$ cat config.mk
export PLATFORM = sky130hd
export DESIGN_NAME = pis_intc_standby
export DESIGN_NICKNAME = d
export VERILOG_FILES = /design/src/pis_pkg.sv /design/src/pis_intc_standby.sv
export SDC_FILE = /design/constraint.sdc
export NUM_CORES = 1
export LEC_CHECK = 0
export BUFFER_PORTS_ARGS = -buffer_cell sky130_fd_sc_hd__buf_2
export CORE_MARGIN = 1.5
export CORE_UTILIZATION = 50
export CTS_CLUSTER_SIZE = 28
export DETAILED_ROUTE_END_ITERATION = 10
export PLACE_DENSITY = 0.85
export SKIP_LAST_GASP = 1
export SLEW_MARGIN = 20
export SYNTH_ARGS = -nofsm -noshare
export SYNTH_HDL_FRONTEND = slang
export SYNTH_SLANG_ARGS = --single-unit
$ cat constraint.sdc
create_clock -name clk -period 14.39 [get_ports clk]
set_clock_uncertainty 0.05 [all_clocks]
set_input_delay 2.878 -clock clk [delete_from_list [all_inputs] [get_ports clk]]
set_output_delay 2.878 -clock clk [all_outputs]
set_load 0.01 [all_outputs]
$ cat src/pis_pkg.sv
// Purpose: shared constants and types of the interrupt and standby controller
// Assumes: one system clock, level codes 0 none, 1 low, 2 high, 3 highest
// Notes: source-to-vector map fixes which request flag belongs to which vector
`default_nettype none
package pis_pkg;
  localparam int NSRC = 29;
  localparam int NVEC = 10;
  localparam int NWAKE = 5;
  localparam logic [1:0] LEV_NONE = 2'h0;
  localparam logic [1:0] LEV_LOW = 2'h1;
  localparam logic [1:0] LEV_HIGH = 2'h2;
  localparam logic [1:0] LEV_TOP = 2'h3;
  // vectors below this index may be raised to the highest level
  localparam logic [3:0] TOP_CAPABLE_VECS = 4'h2;
  localparam logic [19:0] VEC_BASE = 20'h00003;
  localparam logic [19:0] VEC_STEP = 20'h00008;
  localparam logic [3:0] SRC_VEC [NSRC] = '{
    4'h0, 4'h1, 4'h2, 4'h2, 4'h2, 4'h3, 4'h3, 4'h3, 4'h3, 4'h4,
    4'h4, 4'h5, 4'h5, 4'h5, 4'h6, 4'h6, 4'h6, 4'h7, 4'h7, 4'h7,
    4'h7, 4'h8, 4'h8, 4'h8, 4'h8, 4'h9, 4'h9, 4'h9, 4'h9};
  localparam int SRC_BASE_T0 = 7;
  localparam int SRC_BASE_T1 = 8;
  localparam int SRC_PORT0 = 25;
  // filter settle counts in instruction cycles, stored as count minus one
  localparam logic [6:0] FILT_N1_M1 = 7'h00;
  localparam logic [6:0] FILT_N32_M1 = 7'h1f;
  localparam logic [6:0] FILT_N128_M1 = 7'h7f;
  localparam logic [1:0] FILT_SEL_1 = 2'h0;
  localparam logic [1:0] FILT_SEL_32 = 2'h1;
  typedef enum logic [3:0] {
    ST_RUN = 4'h1,
    ST_HALT = 4'h2,
    ST_HOLD = 4'h4,
    ST_XHOLD = 4'h8
  } pis_state_t;
  localparam logic [3:0] RST_ACTIVE = 4'h0;
endpackage
`default_nettype wire

$ cat src/pis_intc_standby.sv
// Purpose: interrupt arbitration, nesting and standby entry/exit control
// Assumes: flag clears come from the core; rst is the reset pin, synchronised
// Notes: the remote pin filter feeds the filtered interrupt and timer-zero paths
`default_nettype none
module pis_intc_standby #(
  parameter int ADDR_W = 20
) (
  // clock, reset, enable
  input wire logic clk,
  input wire logic rst,
  input wire logic ce,
  // request sources and core controls
  input wire logic [pis_pkg::NSRC-1:0] src_req,
  input wire logic [pis_pkg::NSRC-1:0] src_clr,
  input wire logic [pis_pkg::NSRC-1:0] src_en,
  input wire logic [pis_pkg::NVEC-1:0] vec_upper,
  // core vectoring
  output logic irq_req,
  output logic [ADDR_W-1:0] irq_vec_addr,
  output logic [1:0] irq_level,
  input wire logic irq_ack,
  input wire logic irq_ret,
  // standby commands and enables
  input wire logic halt_enter,
  input wire logic hold_enter,
  input wire logic xhold_enter,
  input wire logic xtal_sw_on,
  output logic cpu_exec_en,
  output logic periph_en,
  output logic base_timer_en,
  output logic cf_osc_en,
  output logic rc_osc_en,
  output logic xtal_osc_en,
  // wake pins a, b, c, e, f and their wake levels
  input wire logic ext_irq_pin_a,
  input wire logic ext_irq_pin_b,
  input wire logic ext_irq_pin_c,
  input wire logic ext_irq_pin_e,
  input wire logic ext_irq_pin_f,
  input wire logic [pis_pkg::NWAKE-1:0] wake_level,
  // remote pin filter
  input wire logic remote_rx_shared_pin,
  input wire logic instruction_cycle,
  input wire logic filt_en,
  input wire logic [1:0] filt_sel,
  output logic ext_irq_pin_filtered,
  output logic timer_zero_event_in,
  output logic timer_zero_high_capture_in,
  output logic remote_pin_level
);
  if (ADDR_W < 7) $error("ADDR_W too small for the vector table");

  ////////////////////////////////////////////////////////////////////////////
  // request flags
  logic [pis_pkg::NSRC-1:0] pend_q;
  logic [pis_pkg::NSRC-1:0] pend_d;
  for (genvar s = 0; s < pis_pkg::NSRC; s++)
  begin : g_flag
    // set beats clear so an event in the clearing cycle survives
    always_comb
    begin
      pend_d[s] = src_req[s] | (pend_q[s] & ~src_clr[s]);
    end
    chk_flag_latched: assert property (@(posedge clk) disable iff (rst)
      ce && pend_q[s] && !src_clr[s] |=> pend_q[s])
      else $error("request flag lost while not cleared");
  end
  always_ff @(posedge clk)
  begin
    if (rst)
      pend_q <= '0;
    else if (ce)
      pend_q <= pend_d;
  end

  ////////////////////////////////////////////////////////////////////////////
  // arbitration
  logic [3:0] active_q;
  logic [3:0] active_d;
  logic [1:0] cur_lev;
  logic [pis_pkg::NVEC-1:0] vec_pend;
  logic [1:0] vec_lev [pis_pkg::NVEC];
  logic [1:0] best_lev;
  logic [3:0] best_v;
  logic found;
  logic req_q;
  logic blank_q;
  logic [3:0] win_vec_q;
  logic [1:0] win_lev_q;
  logic [ADDR_W-1:0] addr_q;
  logic [ADDR_W-1:0] addr_d;
  logic better;

  always_comb
  begin
    cur_lev = active_q[3] ? pis_pkg::LEV_TOP :
              active_q[2] ? pis_pkg::LEV_HIGH :
              active_q[1] ? pis_pkg::LEV_LOW : pis_pkg::LEV_NONE;
    vec_pend = '0;
    for (int s = 0; s < pis_pkg::NSRC; s++)
      if (pend_q[s] && src_en[s])
        vec_pend[pis_pkg::SRC_VEC[s]] = 1'b1;
    best_lev = pis_pkg::LEV_NONE;
    best_v = 4'h0;
    for (int v = 0; v < pis_pkg::NVEC; v++)
    begin
      if (!vec_upper[v])
        vec_lev[v] = pis_pkg::LEV_LOW;
      else if (4'(v) < pis_pkg::TOP_CAPABLE_VECS)
        vec_lev[v] = pis_pkg::LEV_TOP;
      else
        vec_lev[v] = pis_pkg::LEV_HIGH;
      // ascending scan with strict compare keeps the smallest vector on ties
      if (vec_pend[v] && vec_lev[v] > cur_lev && vec_lev[v] > best_lev)
      begin
        best_lev = vec_lev[v];
        best_v = 4'(v);
      end
    end
    found = best_lev != pis_pkg::LEV_NONE;
    addr_d = ADDR_W'(pis_pkg::VEC_BASE + pis_pkg::VEC_STEP * 20'(best_v));
  end

  // one blank cycle after an accept hides the stale registered winner
  assign irq_req = req_q & ~blank_q & cpu_exec_en;
  assign irq_vec_addr = addr_q;
  assign irq_level = win_lev_q;

  always_comb
  begin
    active_d = active_q;
    if (irq_ret)
    begin
      if (active_q[3])
        active_d[3] = 1'b0;
      else if (active_q[2])
        active_d[2] = 1'b0;
      else
        active_d[1] = 1'b0;
    end
    if (irq_req && irq_ack)
      active_d[win_lev_q] = 1'b1;
  end

  always_ff @(posedge clk)
  begin
    if (rst)
    begin
      active_q <= pis_pkg::RST_ACTIVE;
      req_q <= 1'b0;
      blank_q <= 1'b0;
      win_vec_q <= 4'h0;
      win_lev_q <= pis_pkg::LEV_NONE;
      addr_q <= '0;
    end
    else if (ce)
    begin
      active_q <= active_d;
      req_q <= found;
      blank_q <= irq_req & irq_ack;
      win_vec_q <= best_v;
      win_lev_q <= best_lev;
      addr_q <= addr_d;
    end
  end

  always_comb
  begin
    better = 1'b0;
    for (int v = 0; v < pis_pkg::NVEC; v++)
      if (found && vec_pend[v] && (vec_lev[v] > best_lev ||
          (vec_lev[v] == best_lev && 4'(v) < best_v)))
        better = 1'b1;
  end
  chk_no_better_winner: assert property (@(posedge clk) disable iff (rst)
    !better)
    else $error("a higher ranked request was passed over");
  chk_top_beats_high: assert property (@(posedge clk) disable iff (rst)
    found && vec_pend[0] && vec_upper[0] && cur_lev < pis_pkg::LEV_TOP
    |-> best_v == 4'h0 && best_lev == pis_pkg::LEV_TOP)
    else $error("highest level request did not win");
  chk_block_equal: assert property (@(posedge clk) disable iff (rst)
    irq_req |-> win_lev_q > cur_lev)
    else $error("request offered at or below the serviced level");
  chk_vec_addr: assert property (@(posedge clk) disable iff (rst)
    irq_req |-> irq_vec_addr == ADDR_W'(20'h00003 + 20'h00008 * 20'(win_vec_q)))
    else $error("vector address does not match the winner");
  chk_ret_restore: assert property (@(posedge clk) disable iff (rst)
    ce && irq_ret && !(irq_req && irq_ack) && cur_lev != 2'h0
    |=> cur_lev < $past(cur_lev) && active_q[1] == $past(active_q[1]) | $past(cur_lev == 2'h1))
    else $error("return did not restore the outer level");

  ////////////////////////////////////////////////////////////////////////////
  // pin synchronisers
  logic [5:0] sync1_q;
  logic [5:0] sync2_q;
  always_ff @(posedge clk)
  begin
    if (rst)
    begin
      sync1_q <= '0;
      sync2_q <= '0;
    end
    else if (ce)
    begin
      sync1_q <= {remote_rx_shared_pin, ext_irq_pin_f, ext_irq_pin_e,
                  ext_irq_pin_c, ext_irq_pin_b, ext_irq_pin_a};
      sync2_q <= sync1_q;
    end
  end
  assign remote_pin_level = sync2_q[5];

  ////////////////////////////////////////////////////////////////////////////
  // remote pin noise filter
  logic filt_q;
  logic filt_d;
  logic [6:0] cnt_q;
  logic [6:0] cnt_d;
  logic [6:0] need;
  always_comb
  begin
    need = filt_sel == pis_pkg::FILT_SEL_1 ? pis_pkg::FILT_N1_M1 :
           filt_sel == pis_pkg::FILT_SEL_32 ? pis_pkg::FILT_N32_M1 :
           pis_pkg::FILT_N128_M1;
    filt_d = filt_q;
    cnt_d = cnt_q;
    if (!filt_en)
    begin
      filt_d = sync2_q[5];
      cnt_d = 7'h00;
    end
    else if (sync2_q[5] == filt_q)
      cnt_d = 7'h00;
    else if (instruction_cycle)
    begin
      if (cnt_q >= need)
      begin
        filt_d = sync2_q[5];
        cnt_d = 7'h00;
      end
      else
        cnt_d = cnt_q + 7'h01;
    end
  end
  always_ff @(posedge clk)
  begin
    if (rst)
    begin
      filt_q <= 1'b0;
      cnt_q <= 7'h00;
    end
    else if (ce)
    begin
      filt_q <= filt_d;
      cnt_q <= cnt_d;
    end
  end
  assign ext_irq_pin_filtered = filt_q;
  assign timer_zero_event_in = filt_q;
  assign timer_zero_high_capture_in = filt_q;
  chk_filter_settle: assert property (@(posedge clk) disable iff (rst)
    $past(filt_en) && $changed(filt_q) |-> $past(cnt_q) >= $past(need))
    else $error("filter output moved before the settle count");

  ////////////////////////////////////////////////////////////////////////////
  // standby control
  pis_pkg::pis_state_t state_q;
  pis_pkg::pis_state_t state_d;
  logic xtal_keep_q;
  logic xtal_keep_d;
  logic wake_hold;
  logic wake_bt;
  always_comb
  begin
    wake_hold = |(sync2_q[4:0] ~^ wake_level) || pend_q[pis_pkg::SRC_PORT0];
    wake_bt = pend_q[pis_pkg::SRC_BASE_T0] || pend_q[pis_pkg::SRC_BASE_T1];
    state_d = state_q;
    xtal_keep_d = xtal_keep_q;
    unique case (state_q)
      pis_pkg::ST_RUN:
        if (hold_enter)
          state_d = pis_pkg::ST_HOLD;
        else if (xhold_enter)
        begin
          state_d = pis_pkg::ST_XHOLD;
          xtal_keep_d = xtal_sw_on;
        end
        else if (halt_enter)
          state_d = pis_pkg::ST_HALT;
      pis_pkg::ST_HALT:
        if (found)
          state_d = pis_pkg::ST_RUN;
      pis_pkg::ST_HOLD:
        if (wake_hold)
          state_d = pis_pkg::ST_RUN;
      pis_pkg::ST_XHOLD:
        if (wake_hold || wake_bt)
          state_d = pis_pkg::ST_RUN;
      default:
        state_d = pis_pkg::ST_RUN;
    endcase
  end
  always_ff @(posedge clk)
  begin
    if (rst)
    begin
      state_q <= pis_pkg::ST_RUN;
      xtal_keep_q <= 1'b0;
    end
    else if (ce)
    begin
      state_q <= state_d;
      xtal_keep_q <= xtal_keep_d;
    end
  end
  logic awake;
  assign awake = state_q == pis_pkg::ST_RUN || state_q == pis_pkg::ST_HALT;
  assign cpu_exec_en = state_q == pis_pkg::ST_RUN;
  assign periph_en = awake;
  assign base_timer_en = state_q != pis_pkg::ST_HOLD;
  assign cf_osc_en = awake;
  assign rc_osc_en = awake;
  assign xtal_osc_en = awake ? xtal_sw_on :
                       state_q == pis_pkg::ST_XHOLD ? xtal_keep_q : 1'b0;

  chk_halt_wake: assert property (@(posedge clk) disable iff (rst)
    ce && state_q == pis_pkg::ST_HALT && found |=> state_q == pis_pkg::ST_RUN)
    else $error("halt not left on a pending interrupt");
  chk_hold_stops: assert property (@(posedge clk) disable iff (rst)
    state_q == pis_pkg::ST_HOLD |-> !cpu_exec_en && !periph_en && !cf_osc_en
    && !rc_osc_en && !xtal_osc_en && !base_timer_en)
    else $error("hold left something running");
  chk_hold_wake: assert property (@(posedge clk) disable iff (rst)
    ce && state_q == pis_pkg::ST_HOLD && wake_hold |=> state_q == pis_pkg::ST_RUN)
    else $error("hold not left on a wake condition");
  chk_xhold_xtal: assert property (@(posedge clk) disable iff (rst)
    state_q == pis_pkg::ST_XHOLD && $past(state_q) == pis_pkg::ST_RUN
    |-> xtal_osc_en == $past(xtal_sw_on) && base_timer_en && !cf_osc_en)
    else $error("crystal hold did not keep the crystal state");
  chk_xhold_bt: assert property (@(posedge clk) disable iff (rst)
    ce && state_q == pis_pkg::ST_XHOLD && wake_bt |=> state_q == pis_pkg::ST_RUN)
    else $error("crystal hold not left on a base timer source");
endmodule
`default_nettype wire

==> reports/results.ini, run 1 <==
[yosys]
synth_top_area_cell = dfxtp_1
synth_top_family_by_area = compound AO/OA/AOI/OAI gates
synth_xor_area_frac = 0.0124
muxShareOfSynthArea = 0.0358
ys_ff_latch = 66
netlist_area_sq_um = 4230
ys_warn_count = 0
synthFlopType = dfxtp_1
synth_cell_types = 75
synth_compound_gate_area_share = 0.255
synthCells = 534
yosys-top-cells-area = dfxtp_1 31%, ha_1 8.0%, nor2_1 7.0%, a22oi_1 6.2%, nand2_1 5.7%
synth-adder-area-share = 0.0822
synth_edf_count = 0
yosys.area_share.simple = 0.229
synthArstFlopShare = 0
synth_top_area_frac = 0.312
postSynthAreaPerCell_sq_um = 7.92
yosysSeqAreaShare = 0.312

[global_route]
grt_pass1_vias = 4166
grt_usage = 0.257
grt_pass1_wl_um = 18300
grt_max_degree = 89
grt.overflow.total = 0
grt_antenna_before_repair = 0

[power_and_ir_drop]
power.internal_mw = 0.348
p_seq_frac = 0.397
p_leak_nw = 2.44
peakVddDrop_mv = 0.0609
clkPwrFrac = 0.356
p_per_area_nw_per_um2 = 99.1
switching_share = 0.315
p_sw_mw = 0.160
p_comb_frac = 0.247

[setup_path]
critPathRequiredTime_ns = 14.56
crit_top_cell = ha_1
cp_num_cells = 55
critPathKind = in -> reg
critPathMaxStageDelay_ns = 0.44
setup.worst_path.start_class = primary input
reg2regPathDepth = 54
r2r_start = active_q[3]
r2r_end = state_q[1]
path_buf_inv = 3
r2r_setup_slack_ns = 2.98
crit_fanout = 8
critPathLaunch = vec_upper[0]
cp_top_family = simple AND/OR/NAND/NOR gates
end_kind = register
endpoint = state_q[1]
worstPathArrival_ns = 13.67
crit_slowest_cell = or3_2

[clock_tree]
cts_resized = 0
cts_root_buffer = clkbuf_8
path_clk_slew_ns = 0.07
numCtsBuffers = 9
clk_latency_ns = 0.35
htreeDepth = 3
post_cts_buffers = 0
cts_tree = built
cts_buffer_depth = 2
cts.sinks = 66
postCtsHoldBufs = 0

[floorplanning]
die-area_sq_um = 9020
die_y_um = 95.0
rows = 33
core_area_sq_um = 8220
die_width_um = 95.0
start_util = 0.515
ios = 154

[route]
vias = 4369
wirelength_um = 11100
drc = 0
wl_per_cell_um = 14.5
ant_nets = 0
via_per_inst = 5.67
firstDrtPassIters = 5
drtIter0Drc = 282

[sta]
slew_violations = 0
tightest_slew_ns = 0.895
tns_ns = 0
whs_ns = 0.418
finalCriticalPeriod_ns = 13.49
setup_viol = 0
clock.fmax_mhz = 74.1
finalCritPeriodShare = 0.938
slew_headroom = 0.404
rsz0062_at_grt = false
hold_viol_final = 0

[final_layout]
drive_gt1_frac = 0.277
layout.nets = 808
area_growth_pct = 21.1
antenna_cells = 0

[place]
place.gp.congestion = 0.888
io_buffers = 139
place_hpwl_um = 8580

[status]
status = completed

[run]
drv_cap = 0

[min_path]
hp-class = reg -> reg

worst min path at each step:
stage	to	startpoint	cells after the start	slack, ns
2_1_floorplan	sync1_q[0]	sync1_q[0]	2	0.41
3_3_place_gp	irq_vec_addr[5]	irq_vec_addr[5]	2	0.40
3_5_place_dp	irq_vec_addr[5]	irq_vec_addr[5]	2	0.41
4_1_cts	irq_vec_addr[5]	irq_vec_addr[5]	2	0.42
5_1_grt	irq_vec_addr[4]	irq_vec_addr[4]	2	0.44
6_report	irq_vec_addr[5]	irq_vec_addr[5]	2	0.42
worst register-to-register path, delay by kind of cell (launching register included):
family / cells / cell delay, ns
flip-flops: 1 / 0.44
AO/OA/AOI/OAI: 15 / 3.01
AND/OR/NAND/NOR: 28 / 5.22
adder cells (fa/ha/maj): 9 / 2.43
buffers and inverters: 2 / 0.13
power by group through the flow:
stage / logic [mW] / registers (mW) / clock network, mW
floorplan: 0.0870 / 0.204 / 0
global placement: 0.118 / 0.205 / 0
detailed placement: 0.125 / 0.205 / 0
CTS: 0.125 / 0.201 / 0.185
global route: 0.142 / 0.203 / 0.191
finish: 0.126 / 0.201 / 0.181
final cells by class:
cell class	count	area, sq um
repair buffers	143	726
multi-input cells	421	2650
flip-flops and latches	66	1320
clock inverters	7	98.8
clock buffers	9	124
well taps	105	131
fillers	726	3090
inverters	19	71.3
registers in the layout (all words and copies together) (netlist names), 2 cells and up:
| signal | flops |
|---|---|
| active_q | 3 |
| cnt_q | 7 |
| irq_level | 2 |
| irq_vec_addr | 5 |
| pend_q | 29 |
| state_q | 4 |
| sync1_q | 6 |
| sync2_q | 6 |
stage by stage:
stage | std cells | area (sq um) | total power [mW] | utilization | setup WS [ns]
floorplan | 547 | 4280 | 0.291 | - | 2.02
global placement | 754 | 4900 | 0.323 | 0.596 | 1.36
detailed placement | 754 | 4900 | 0.330 | 0.596 | 0.612
CTS | 770 | 5120 | 0.511 | 0.624 | 0.985
global route | 770 | 5120 | 0.535 | 0.624 | 0.0322
finish | 770 | 5120 | 0.508 | 0.624 | 0.898
kinds of logic (layout without fill, tap and decap cells):
| group | Yosys count | after routing |
|---|---|---|
| buffers and inverters | 60 | 178 |
| and+or+nand+nor | 211 | 211 |
| DFF | 66 | 66 |
| adders and majority gates | 28 | 28 |
| xor gates and xnor gates | 6 | 6 |
| AOI/OAI and AO/OA | 147 | 147 |
| muxes | 15 | 15 |
| other | 1 | 14 |
cell usage after synthesis (5+ instances only):
| master | n |
|---|---|
| nand2b_1 | 5 |
| mux2i_1 | 14 |
| buf_4 | 19 |
| a21o_1 | 6 |
| nor3_1 | 10 |
| dfxtp_1 | 66 |
| clkbuf_1 | 18 |
| inv_1 | 18 |
| xnor2_1 | 5 |
| o21ai_0 | 20 |
| a22oi_1 | 35 |
| a21oi_1 | 23 |
| nor2_1 | 79 |
| a31oi_1 | 7 |
| a211oi_1 | 6 |
| nand3_1 | 18 |
| nand2_1 | 64 |
| ha_1 | 27 |
metal layers:
metal / vias to the layer above / track usage / part of all wire
met5: - / 0 / 0
met4: 0 / 0.107 / 0.029
met3: 29 / 0.0636 / 0.080
met2: 190 / 0.445 / 0.48
met1: 1998 / 0.302 / 0.41
li1: 2152 / - / -
placed cells by master, fill, tap and decap left out, drive strengths merged, types with 3 or more instances in the layout:
master	Yosys	final
a22oi	35	35
buf	23	143
nand2b	5	5
o211ai	4	4
nor2b	3	3
clkbuf	18	9
nand3b	4	4
nor3	11	11
o21a	3	3
dfxtp	66	66
or2	5	5
o21ai	22	22
a222oi	3	3
nor2	80	80
inv	19	21
o22ai	3	3
nand2	64	64
a21oi	25	25
ha	27	27
and2	3	3
o22a	4	4
nor4	3	3
or3	4	4
a22o	3	3
xnor2	5	5
nand3	18	18
nor3b	3	3
a31oi	7	7
conb	1	14
mux2i	14	14
a21o	6	6
a211oi	8	8
(Power assumes the default switching activity.)
==> run 2: changes to the inputs <==
CAP_MARGIN = 20   (was unset)
clock period = 13.9 ns   (was 14.39 ns; I/O delays follow)
==> run 2 against run 1 <==
Net effect:
- flip-flop and latch count unchanged
- register-to-register slack got worse by 0.29 ns
- critical endpoint is now irq_level[1]
- sequential power rose by 3%
- total power is 4.2% higher
- clock-buffer cell count did not move
- sequential share of layout area decreased by 0.082 points
- via count rose by 1.0%
- critical path type unchanged
- non-clock buffer count grew 1
==> reports/results.ini, run 2 (same netlist as run 1, synthesis figures left out) <==
[setup_path]
crit_fanout = 8
reg2regPathDepth = 53
r2r_setup_slack_ns = 2.69
critPathKind = in -> reg
setup.worst_path.start_class = primary input
critPathRequiredTime_ns = 14.12
r2r_start = active_q[3]
cp_top_family = simple AND/OR/NAND/NOR gates
r2r_end = irq_level[1]
worstPathArrival_ns = 13.41
crit_slowest_cell = or3_2
critPathMaxStageDelay_ns = 0.44
path_buf_inv = 3
end_kind = register
crit_top_cell = ha_1

[route]
firstDrtPassIters = 5
drtIter0Drc = 271
via_per_inst = 5.73
wirelength_um = 11400
wl_per_cell_um = 14.8
ant_nets = 0
drc = 0
vias = 4414

[sta]
clock.fmax_mhz = 75.8
slew_violations = 0
tns_ns = 0
slew_headroom = 0.404
rsz0062_at_grt = false
tightest_slew_ns = 0.894
setup_viol = 0
finalCriticalPeriod_ns = 13.19
hold_viol_final = 0
finalCritPeriodShare = 0.949

[clock_tree]
htreeDepth = 3
cts_tree = built
path_clk_slew_ns = 0.09
cts_buffer_depth = 2
cts_root_buffer = clkbuf_8
numCtsBuffers = 9
postCtsHoldBufs = 0
cts.sinks = 66
clk_latency_ns = 0.35

[floorplanning]
die-area_sq_um = 9020
start_util = 0.515
rows = 33
core_area_sq_um = 8220
die_y_um = 95.0
die_width_um = 95.0
ios = 154

[final_layout]
regMostFlops = pend_q
area_growth_pct = 21.5
top_regs = pend_q (29), cnt_q (7)
drive_gt1_frac = 0.281
most-common-layout-cells = 139 x buf_2, 78 x nor2_1, 66 x dfxtp_1
antenna_cells = 0
layout.nets = 809
largest_register_ffs = 29
fin_cells = 771
final_common_cell = buf_2

[min_path]
hold_end = irq_vec_addr[5]
hold_start = irq_vec_addr[5]
hp-class = reg -> reg
holdPathStages = 2

[global_route]
grt.overflow.total = 0
grt_pass1_wl_um = 18300
grt_pass1_vias = 4247
grt_usage = 0.258
grt_max_degree = 89
grt_antenna_before_repair = 0

[power_and_ir_drop]
peakVddDrop_mv = 0.0653
p_per_area_nw_per_um2 = 103
p_leak_nw = 2.45

[place]
place_hpwl_um = 8640
place.gp.congestion = 0.888
io_buffers = 139
placed_cells = 754

[run]
drv_cap = 0

[status]
status = completed

==> run 2: worst register-to-register path: cells and delay by family (launching register included) <==
family,cells,cell delay (ns)
adders and majority gates,9,2.43
and+or+nand+nor,26,4.80
muxes,1,0.31
buffers and inverters,2,0.14
DFF,1,0.44
AOI/OAI and AO/OA,15,2.98
==> run 2: per-stage QoR <==
step,hold slack [ns],setup slack (ns),utilization,total power [mW],instance area [sq um]
finish,0.411,0.714,0.626,0.529,5140
detailed placement,0.401,0.248,0.596,0.342,4900
floorplan,0.410,1.63,-,0.301,4280
global route,0.437,0.0269,0.626,0.555,5140
global placement,0.404,0.965,0.596,0.334,4900
CTS,0.413,0.595,0.624,0.528,5130
==> run 2: how the worst max path moves through the flow <==
stage / startpoint / endpoint / slack [ns] / depth (start not counted)
finish: vec_upper[0] / irq_level[1] / 0.71 / 54
detailed placement: vec_upper[0] / state_q[0] / 0.25 / 56
floorplan: vec_upper[0] / irq_level[1] / 1.63 / 53
global placement: vec_upper[0] / irq_level[1] / 0.96 / 54
global route: vec_upper[0] / irq_level[1] / 0.03 / 54
CTS: vec_upper[0] / state_q[0] / 0.59 / 56
==> run 2: cell type report <==
class | instances | area, sq um
clock buffer | 9 | 124
clock inverter | 7 | 101
fill | 742 | 3080
inverter | 19 | 71.3
multi-input combinational | 421 | 2660
sequential | 66 | 1320
tap | 105 | 131
timing repair buffer | 144 | 733
==> run 2: report_power, final <==
part,switching (mW),internal [mW],total (mW)
Clock,0.0863,0.103,0.189
Combinational,0.0728,0.0586,0.131
Sequential,0.00852,0.200,0.208
Total,0.168,0.361,0.529
==> run 2: per-layer routing <==
layer / track usage / wire length (um) / vias up
met1: 0.301 / 4740 / 2045
met3: 0.0660 / 867 / 28
met5: 0 / 0 / -
met4: 0.119 / 321 / 0
met2: 0.439 / 5450 / 187
li1: - / - / 2154
==> run 2: repair_timing <==
action,CTS,global route
setup endpoints to repair,0,9
buffers inserted,0,1
resized for setup,0,3
